`config.mk`:
```
export PLATFORM = sky130hd
export DESIGN_NAME = spp_port
export DESIGN_NICKNAME = d
export VERILOG_FILES = /design/src/logic/spp_pkg.sv /design/src/logic/spp_sync_if.sv /design/src/logic/spp_sync.sv /design/src/logic/spp_port.sv
export SDC_FILE = /design/constraint.sdc
export NUM_CORES = 1
export LEC_CHECK = 0
export ABC_CLOCK_PERIOD_IN_PS = 2100
export BUFFER_PORTS_ARGS = -buffer_cell sky130_fd_sc_hd__buf_2
export CORE_AREA = 2 2 88 90
export CTS_BUF_LIST = sky130_fd_sc_hd__clkbuf_8
export DETAILED_ROUTE_END_ITERATION = 16
export DIE_AREA = 0 0 90 92
export HOLD_SLACK_MARGIN = 0.1
export PLACE_DENSITY_LB_ADDON = 0.2
export SYNTH_ARGS = -nofsm -noshare
export SYNTH_HDL_FRONTEND = slang
export SYNTH_HIERARCHICAL = 1
export SYNTH_SLANG_ARGS = --single-unit
```
`constraint.sdc`:
```
create_clock -name mclk_i -period 2.1 [get_ports mclk_i]
set_input_delay 0.42 -clock mclk_i [delete_from_list [all_inputs] [get_ports mclk_i]]
set_output_delay 0.42 -clock mclk_i [all_outputs]
set_load 0.02 [all_outputs]
```
`src/logic/spp_pkg.sv`:
```
package spp_pkg;
   // Register offsets
   localparam logic [4:0] SPP_PORT_DATA_OFS = 5'h06;
   localparam logic [4:0] SPP_DIR_OFS = 5'h07;
   localparam logic [4:0] SPP_PULL_HIGH_OFS = 5'h08;
   localparam logic [4:0] SPP_PULL_LOW_OFS = 5'h09;
   localparam logic [4:0] SPP_PWM_B_CTRL_OFS = 5'h0A;
   localparam logic [4:0] SPP_OPEN_DRAIN_OFS = 5'h0B;
   localparam logic [4:0] SPP_WAKE_SEL_OFS = 5'h0D;
   localparam logic [4:0] SPP_IRQ_FLAG_OFS = 5'h0E;
   localparam logic [4:0] SPP_IRQ_EN_OFS = 5'h10;
   localparam logic [4:0] SPP_PWM_C_CTRL_OFS = 5'h11;
   localparam logic [4:0] SPP_FUNC_CTRL_OFS = 5'h12;
   localparam logic [4:0] SPP_READ_SRC_OFS = 5'h14;
   localparam logic [4:0] SPP_PIN_CFG_OFS = 5'h15;
   // Field positions
   localparam int SPP_PORT_CHANGE_BIT = 1;
   localparam int SPP_GLOBAL_IRQ_EN_BIT = 7;
   localparam int SPP_EXT_IRQ_SEL_BIT = 4;
   localparam int SPP_IR_EN_BIT = 0;
   localparam int SPP_PWM_OEN_BIT = 7;
   localparam int SPP_PWM_OAL_BIT = 6;
   localparam int SPP_BUZZ_EN_BIT = 7;
   localparam int SPP_T8_CS_BIT = 5;
   localparam int SPP_T8_LCK_BIT = 7;
   localparam int SPP_T10_CS_BIT = 5;
   // Configuration word bits
   localparam int SPP_CFG_RST_BIT = 0;
   localparam int SPP_CFG_CLKOUT_BIT = 1;
   localparam int SPP_CFG_PIN2_PWM_BIT = 2;
   localparam int SPP_CFG_PIN2_BUZZ_BIT = 3;
   // Reset values
   localparam logic [5:0] SPP_DIR_RST = 6'h3F;
   localparam logic [7:0] SPP_REG_RST = 8'h00;
   // Operating modes
   localparam logic [1:0] SPP_MODE_NORMAL = 2'h0;
   localparam logic [1:0] SPP_MODE_STANDBY = 2'h2;
endpackage

```
`src/logic/spp_sync_if.sv`:
```
`timescale 1ns/100ps
interface spp_sync_if;
   logic [5:0] raw;
   logic [5:0] sync;
   modport src (output raw, input sync);
   modport dst (input raw, output sync);
endinterface

```
`src/logic/spp_sync.sv`:
```
`timescale 1ns/100ps
module spp_sync (
   // Clock and reset
   input wire logic mclk_i,
   input wire logic arst_n_i,
   // Pins in and synchronised out
   spp_sync_if.dst bus
);
   logic [5:0] meta_q;
   logic [5:0] sync_q;

   // Two stages; first stage read only by second
   always_ff @(posedge mclk_i or negedge arst_n_i) begin
      if (!arst_n_i) begin
         meta_q <= 6'h00;
         sync_q <= 6'h00;
      end else begin
         meta_q <= bus.raw;
         sync_q <= meta_q;
      end
   end

   assign bus.sync = sync_q;
endmodule

```
`src/logic/spp_port.sv`:
```
// The implementer's own choice: strobed register access.
`timescale 1ns/100ps
// Overview of operation
// Six pins read and written through one port data register.
// Direction bits choose input or output per pin.
// Pull-high bits enable pull-ups per pin while input.
// Pull-low only pins 0-3, enabled by bits 7:4.
// Open-drain bits choose push-pull or open-drain per output.
// Change on selected pin sets port change flag, flag bit 1.
// Change irq needs flag, change enable and global enable.
// External irq select bit 4 makes pin 0 irq input.
// External irq disables pin 0 change detect only.
// IR carrier enable drives carrier onto pin 1.
// Config word makes pin 3 active-low external reset.
// Pin 4 outputs instruction clock in normal or standby mode.
// Pin 2 is external count clock for both timers.
// Pin 2 carries PWM A or buzzer with config word.
// PWM B control bit 7 drives PWM B on pin 0.
// PWM B bit 6 set makes output active low.
// PWM C control bit 7 drives PWM C on pin 1.
// PWM C bit 6 set makes output active low.
// Read source picks pad level or output latch.
// PWM A on pin 2 forces pin 2 to output.
// Function data overrides latch at pad; latch retained.
// Change flag stays set until software writes zero.
module spp_port
   import spp_pkg::*;
(
   // Clock and reset
   input wire logic mclk_i,
   input wire logic arst_n_i,
   // Register port
   input wire logic [4:0] reg_addr_i,
   input wire logic [7:0] reg_wdata_i,
   input wire logic reg_wr_i,
   input wire logic reg_rd_i,
   output logic [7:0] reg_rdata_o,
   // Pads
   input wire logic [5:0] pad_in_i,
   output logic [5:0] pad_out_o,
   output logic [5:0] pad_oe_n_o,
   output logic [5:0] pad_pull_high_o,
   output logic [5:0] pad_pull_low_o,
   // Function sources
   input wire logic ir_carrier_i,
   input wire logic pwm_a_i,
   input wire logic pwm_a_active_low_i,
   input wire logic buzzer_i,
   input wire logic pwm_b_i,
   input wire logic pwm_c_i,
   input wire logic inst_clk_i,
   input wire logic [1:0] op_mode_i,
   input wire logic [7:0] pwm_a_timer_control_i,
   input wire logic [7:0] buzzer_control_register_i,
   input wire logic [7:0] timer8_mode_i,
   input wire logic [7:0] timer10_control_i,
   // Function results
   output logic ext_irq_o,
   output logic ext_count_clock_o,
   output logic timer8_ext_sel_o,
   output logic timer10_ext_sel_o,
   output logic ext_reset_n_o,
   output logic port_change_irq_o
);

   // ----------------------------------------
   // Registers
   // ----------------------------------------
   logic [5:0] latch_q;
   logic [5:0] dir_q;
   logic [5:0] pull_high_q;
   logic [3:0] pull_low_q;
   logic [5:0] open_drain_q;
   logic [5:0] wake_sel_q;
   logic change_flag_q;
   logic change_ie_q;
   logic global_irq_en_q;
   logic ext_irq_sel_q;
   logic [1:0] pwm_b_ctrl_q;
   logic [1:0] pwm_c_ctrl_q;
   logic ir_en_q;
   logic [5:0] read_src_q;
   logic [3:0] pin_cfg_q;
   logic [5:0] prev_q;
   logic [7:0] rdata_q;

   logic [5:0] pin_s;
   logic [5:0] wake_mask;
   logic change_evt;
   logic [5:0] sf_en;
   logic [5:0] sf_dt;
   logic [5:0] is_out;
   logic [5:0] drive_val;
   logic [5:0] read_val;
   logic pwm_a_on;
   logic buzz_on;
   logic clk_out_on;

   function automatic logic wr_at(input logic [4:0] ofs);
      wr_at = reg_wr_i && (reg_addr_i == ofs);
   endfunction

   // ----------------------------------------
   // Pad input synchroniser
   // ----------------------------------------
   spp_sync_if sync_bus ();
   assign sync_bus.raw = pad_in_i;
   assign pin_s = sync_bus.sync;

   spp_sync u_sync (
      .mclk_i(mclk_i),
      .arst_n_i(arst_n_i),
      .bus(sync_bus)
   );

   // ----------------------------------------
   // Port data and pad configuration
   // ----------------------------------------
   // latch write
   always_ff @(posedge mclk_i or negedge arst_n_i) begin
      if (!arst_n_i) begin
         latch_q <= 6'h00;
      end else if (wr_at(SPP_PORT_DATA_OFS)) begin
         latch_q <= reg_wdata_i[5:0];
      end
   end

   // pad config registers
   always_ff @(posedge mclk_i or negedge arst_n_i) begin
      if (!arst_n_i) begin
         dir_q <= SPP_DIR_RST;
         pull_high_q <= 6'h00;
         pull_low_q <= 4'h0;
         open_drain_q <= 6'h00;
         read_src_q <= 6'h00;
      end else begin
         if (wr_at(SPP_DIR_OFS)) begin
            dir_q <= reg_wdata_i[5:0];
         end
         if (wr_at(SPP_PULL_HIGH_OFS)) begin
            pull_high_q <= reg_wdata_i[5:0];
         end
         if (wr_at(SPP_PULL_LOW_OFS)) begin
            pull_low_q <= reg_wdata_i[7:4];
         end
         if (wr_at(SPP_OPEN_DRAIN_OFS)) begin
            open_drain_q <= reg_wdata_i[5:0];
         end
         if (wr_at(SPP_READ_SRC_OFS)) begin
            read_src_q <= reg_wdata_i[5:0];
         end
      end
   end

   // ----------------------------------------
   // Function and interrupt controls
   // ----------------------------------------
   always_ff @(posedge mclk_i or negedge arst_n_i) begin
      if (!arst_n_i) begin
         wake_sel_q <= 6'h00;
         change_ie_q <= 1'b0;
         global_irq_en_q <= 1'b0;
         ext_irq_sel_q <= 1'b0;
         ir_en_q <= 1'b0;
         pwm_b_ctrl_q <= 2'h0;
         pwm_c_ctrl_q <= 2'h0;
         pin_cfg_q <= 4'h0;
      end else begin
         if (wr_at(SPP_WAKE_SEL_OFS)) begin
            wake_sel_q <= reg_wdata_i[5:0];
         end
         if (wr_at(SPP_IRQ_EN_OFS)) begin
            change_ie_q <= reg_wdata_i[SPP_PORT_CHANGE_BIT];
            global_irq_en_q <= reg_wdata_i[SPP_GLOBAL_IRQ_EN_BIT];
         end
         if (wr_at(SPP_FUNC_CTRL_OFS)) begin
            ext_irq_sel_q <= reg_wdata_i[SPP_EXT_IRQ_SEL_BIT];
            ir_en_q <= reg_wdata_i[SPP_IR_EN_BIT];
         end
         if (wr_at(SPP_PWM_B_CTRL_OFS)) begin
            pwm_b_ctrl_q <= {reg_wdata_i[SPP_PWM_OEN_BIT], reg_wdata_i[SPP_PWM_OAL_BIT]};
         end
         if (wr_at(SPP_PWM_C_CTRL_OFS)) begin
            pwm_c_ctrl_q <= {reg_wdata_i[SPP_PWM_OEN_BIT], reg_wdata_i[SPP_PWM_OAL_BIT]};
         end
         if (wr_at(SPP_PIN_CFG_OFS)) begin
            pin_cfg_q <= reg_wdata_i[3:0];
         end
      end
   end

   // ----------------------------------------
   // Level change detection
   // ----------------------------------------
   // ext irq masks pin 0 only
   assign wake_mask = wake_sel_q & {5'h1F, ~ext_irq_sel_q};
   // any change on selected pin
   assign change_evt = |((pin_s ^ prev_q) & wake_mask);

   always_ff @(posedge mclk_i or negedge arst_n_i) begin
      if (!arst_n_i) begin
         prev_q <= 6'h00;
      end else begin
         prev_q <= pin_s;
      end
   end

   // sticky, set wins over clear
   always_ff @(posedge mclk_i or negedge arst_n_i) begin
      if (!arst_n_i) begin
         change_flag_q <= 1'b0;
      end else if (change_evt) begin
         change_flag_q <= 1'b1;
      end else if (wr_at(SPP_IRQ_FLAG_OFS) && !reg_wdata_i[SPP_PORT_CHANGE_BIT]) begin
         change_flag_q <= 1'b0;
      end
   end

   // three-way gate
   assign port_change_irq_o = change_flag_q & change_ie_q & global_irq_en_q;

   // ----------------------------------------
   // Special function muxing
   // ----------------------------------------
   assign pwm_a_on = pwm_a_timer_control_i[SPP_PWM_OEN_BIT] & pin_cfg_q[SPP_CFG_PIN2_PWM_BIT];
   assign buzz_on = buzzer_control_register_i[SPP_BUZZ_EN_BIT] & pin_cfg_q[SPP_CFG_PIN2_BUZZ_BIT];
   // clock out only normal or standby
   assign clk_out_on = pin_cfg_q[SPP_CFG_CLKOUT_BIT]
                       & ((op_mode_i == SPP_MODE_NORMAL) | (op_mode_i == SPP_MODE_STANDBY));

   always_comb begin
      sf_en = 6'h00;
      sf_dt = 6'h00;
      // PWM B on pin 0
      sf_en[0] = pwm_b_ctrl_q[1];
      sf_dt[0] = pwm_b_i ^ pwm_b_ctrl_q[0];
      // IR carrier first, then PWM C on pin 1
      sf_en[1] = ir_en_q | pwm_c_ctrl_q[1];
      sf_dt[1] = ir_en_q ? ir_carrier_i : (pwm_c_i ^ pwm_c_ctrl_q[0]);
      // PWM A or buzzer on pin 2
      sf_en[2] = pwm_a_on | buzz_on;
      sf_dt[2] = pwm_a_on ? (pwm_a_i ^ pwm_a_active_low_i) : buzzer_i;
      sf_en[4] = clk_out_on;
      sf_dt[4] = inst_clk_i;
   end

   // function on pin forces output
   assign is_out = ~dir_q | sf_en;
   // function data replaces latch at pad
   assign drive_val = (sf_en & sf_dt) | (~sf_en & latch_q);

   // ----------------------------------------
   // Pad drivers
   // ----------------------------------------
   always_ff @(posedge mclk_i or negedge arst_n_i) begin
      if (!arst_n_i) begin
         pad_out_o <= 6'h00;
         pad_oe_n_o <= 6'h3F;
         pad_pull_high_o <= 6'h00;
         pad_pull_low_o <= 6'h00;
      end else begin
         pad_out_o <= drive_val;
         // open drain drives only low
         pad_oe_n_o <= ~(is_out & ~(open_drain_q & drive_val));
         // pull-high only while input
         pad_pull_high_o <= pull_high_q & ~is_out;
         // no pull-low on pins 4 and 5
         pad_pull_low_o <= {2'b00, pull_low_q & ~is_out[3:0]};
      end
   end

   // ----------------------------------------
   // Pin function inputs
   // ----------------------------------------
   // pin 0 external irq
   assign ext_irq_o = ext_irq_sel_q & pin_s[0];
   // pin 2 count clock selects
   assign ext_count_clock_o = pin_s[2];
   assign timer8_ext_sel_o = timer8_mode_i[SPP_T8_CS_BIT] & ~timer8_mode_i[SPP_T8_LCK_BIT];
   assign timer10_ext_sel_o = timer10_control_i[SPP_T10_CS_BIT];
   // pin 3 active-low reset
   assign ext_reset_n_o = ~(pin_cfg_q[SPP_CFG_RST_BIT] & ~pin_s[3]);

   // ----------------------------------------
   // Read back
   // ----------------------------------------
   // pad or latch per pin
   assign read_val = (read_src_q & latch_q) | (~read_src_q & pin_s);

   always_ff @(posedge mclk_i or negedge arst_n_i) begin
      if (!arst_n_i) begin
         rdata_q <= SPP_REG_RST;
      end else if (reg_rd_i) begin
         unique case (reg_addr_i)
            SPP_PORT_DATA_OFS: rdata_q <= {2'b00, read_val};
            SPP_DIR_OFS: rdata_q <= {2'b00, dir_q};
            SPP_PULL_HIGH_OFS: rdata_q <= {2'b00, pull_high_q};
            SPP_PULL_LOW_OFS: rdata_q <= {pull_low_q, 4'h0};
            SPP_OPEN_DRAIN_OFS: rdata_q <= {2'b00, open_drain_q};
            SPP_WAKE_SEL_OFS: rdata_q <= {2'b00, wake_sel_q};
            SPP_IRQ_FLAG_OFS: rdata_q <= {6'h00, change_flag_q, 1'b0};
            SPP_IRQ_EN_OFS: rdata_q <= {global_irq_en_q, 5'h00, change_ie_q, 1'b0};
            SPP_FUNC_CTRL_OFS: rdata_q <= {3'h0, ext_irq_sel_q, 3'h0, ir_en_q};
            SPP_READ_SRC_OFS: rdata_q <= {2'b00, read_src_q};
            SPP_PIN_CFG_OFS: rdata_q <= {4'h0, pin_cfg_q};
            default: rdata_q <= 8'h00;
         endcase
      end else begin
         rdata_q <= 8'h00;
      end
   end

   assign reg_rdata_o = rdata_q;
endmodule

```
==> flow_metrics.env <==
export IMPL_async_reset_ff_frac=1.00
export IMPL_cts_num_sinks=101
export IMPL_synth_area_mm2=0.00420
export IMPL_diodes=0
export IMPL_path_clk_slew_ns=0.09
export IMPL_hold_viol=0
export IMPL_fmax_mhz=627
export IMPL_cts_tree="yes"
export IMPL_rsz0062_at_grt="no"
export IMPL_syn_avg_cell_area_um2=13.4
export IMPL_ys_warn_count=6
export IMPL_initialDrtViolationCount=208
export IMPL_hpwl_um=7000
export IMPL_first_pass_iters=4
export IMPL_cts_root_buf="clkbuf_8"
export IMPL_cts_setup_buffers=0
export IMPL_start_kind="input pin"
export IMPL_areaGrowthSynthToFinish_pct=20.7
export IMPL_drc=0
export IMPL_slew_limit_headroom=0.615
export IMPL_clock_skew_ns=0.0118
export IMPL_grt_pass1_wl_um=15600
export IMPL_htreeDepth=3
export IMPL_wl_per_cell_um=18.1
export IMPL_vias=2920
export IMPL_n_fill_cell=599
export IMPL_synth_seq_cells=101
export IMPL_cts_buffers=9
export IMPL_grt_pass1_vias=2978
export IMPL_critical_path_required_ns=2.32
export IMPL_synth_area_leaders="dfrtp_1 53%, mux2_2 12%, dfstp_2 7.5%"
export IMPL_routed_via_density=5.59
export IMPL_p_leak_nw=2.42
export IMPL_grt_overflow=0
export IMPL_routed_wl_um=9440
export IMPL_ant_nets=0
export IMPL_drive_gt1_frac=0.436
export IMPL_vdd_drop_max_uv=476
export IMPL_slew_viol_final=0
export IMPL_num_rows=32
export IMPL_arrival_ns=1.81
export IMPL_power_density_mw_per_mm2=888
export IMPL_synth_enable_flop_cells=0
export IMPL_yosysTopAreaCell="dfrtp_1"
export IMPL_synthCells=313
export IMPL_antenna_found_initial=0
export IMPL_clk_insertion_delay_late_ns=0.36
export IMPL_finalCritPeriodShare=0.760
export IMPL_dieArea_mm2=0.00828
export IMPL_floorplan_initialDensity=0.564
export IMPL_finalCriticalPeriod_ns=1.60
export IMPL_fin_nets=479
export IMPL_coreArea_mm2=0.00745
export IMPL_io_pins=102
export IMPL_critPathKind="in -> reg"
export IMPL_io_buffers=69
export IMPL_synth_seq_area_share=0.605
export IMPL_routabilityCongestion=0.934
export IMPL_dp_slack_ns=0.125
export IMPL_synth_main_ff_cell="dfrtp_1"
export IMPL_cap_violations=0
export IMPL_tightestPinTransition_ns=0.576
export IMPL_most_common_layout_cells="89 x dfrtp_1, 68 x buf_2, 44 x mux2_2, 29 x buf_4, 17 x nand2_1"
export IMPL_cts_max_path_buffers=2
export IMPL_setup_violations_final=0
export IMPL_hold_class="in -> reg"
export IMPL_cp_end_kind="flip-flop"
export IMPL_yosys_area_top_type_share=0.530
export IMPL_die_y_um=92
export IMPL_fin_ws_ns=0.504
export IMPL_worstPathMaxFanout=11
export IMPL_layout_commonest_cell="dfrtp_1"
export IMPL_track_usage=0.245
export IMPL_grt_max_degree=33
export IMPL_die_x_um=90
export IMPL_status="finished clean"
export IMPL_tns_ns=0
export IMPL_yosysUniqueCellTypes=52
[metal layers]
layer  global-route usage  vias to the layer above  routed length [um]
met4               0.0910                        0                 162
met5                    0                        -                   0
met2                0.385                      118                4560
li1                     -                     1342                   -
met3               0.0403                       13                 647
met1                0.348                     1447                4070
[worst paths after layout]
kind	startpoint	to	slack, ns	depth (start not counted)
max in group asynchronous	arst_n_i	pad_oe_n_o[4]$_DFF_PN1_	0.87	3
worst max register to register	pin_cfg_q[2]$_DFFE_PN0P_	pad_oe_n_o[2]$_DFF_PN1_	0.79	4
min in group asynchronous	arst_n_i	pad_out_o[5]$_DFF_PN0_	0.53	2
worst max-delay path	reg_addr_i[1]	reg_rdata_o[6]$_DFF_PN0_	0.50	5
worst min-delay path	pad_in_i[4]	u_sync/meta_q[4]$_DFF_PN0_	0.16	1
worst min register to register	u_sync/meta_q[0]$_DFF_PN0_	u_sync/bus.sync[0]$_DFF_PN0_	0.36	0
[worst max-delay path, cell delays in order]
cell     delay, ns
buf_2         0.23
nor2b_1       0.17
o311a_1       0.36
a31oi_2       0.48
nor2_1        0.14
[synthesized netlist by cell type, drive strengths merged, types with 6 or more instances]
master	instances
dfrtp	89
mux2	57
nand2	19
dfstp	12
a22oi	11
nor2	10
a31oi	9
a21oi	8
o21ai	8
and2	7
and3	6
buf	6
xor2	6
[where the power goes]
group          internal, mW  leakage [nW]  switching, mW
clock                 0.582         0.100          0.657
combinational         0.371          1.07          0.414
sequential             2.28          1.25          0.205
[sequential cells by signal, summed over array words and instances (netlist names), 4 cells and up]
name and flops:
open_drain_q 6, prev_q 6, dir_q 6, pad_pull_high_o 6, read_src_q 6, pull_low_q 4
pad_oe_n_o 6, latch_q 6, u_sync/meta_q 6, pull_high_q 6, reg_rdata_o 8, pad_pull_low_o 4
wake_sel_q 6, pin_cfg_q 4, pad_out_o 6, u_sync/bus.sync 6
[final cells by class]
type | count | area, um^2 | share of cell area
multi-input cells | 199 | 1600 | 0.315
flip-flops and latches | 101 | 2540 | 0.501
well taps | 102 | 128 | 0.0252
inverters | 5 | 18.8 | 0.00370
clock inverters | 6 | 62.6 | 0.0123
clock buffers | 10 | 138 | 0.0271
repair buffers | 99 | 588 | 0.116
[repair_timing]
action / 4_1_cts / 5_1_grt
hold buffers: 1 / 0
gates resized for setup: 0 / 0
endpoints found under the hold margin: 25 / 0
[logic make-up after synthesis]
| kind of cell | after synthesis | share of synthesized area |
|---|---|---|
| xor gates and xnor gates | 9 | 0.0188 |
| muxes | 60 | 0.160 |
| other | 1 | 0.000892 |
| DFF | 101 | 0.605 |
| adders and majority gates | 1 | 0.00268 |
| buffers and inverters | 14 | 0.0164 |
| and+or+nand+nor | 72 | 0.104 |
| AOI/OAI and AO/OA | 55 | 0.0920 |
[stage by stage]
stage	power, mW	util	hold slack [ns]	cell area [um^2]	cells
finish	4.51	0.681	0.158	5070	522
global route	4.72	0.681	0.140	5070	522
CTS	4.53	0.681	0.149	5070	522
detailed placement	3.31	0.653	0.338	4860	505
global placement	3.28	0.653	0.333	4860	505
floorplan	2.98	-	0.124	4210	314
No activity file was read; power rests on OpenSTA's default activity.
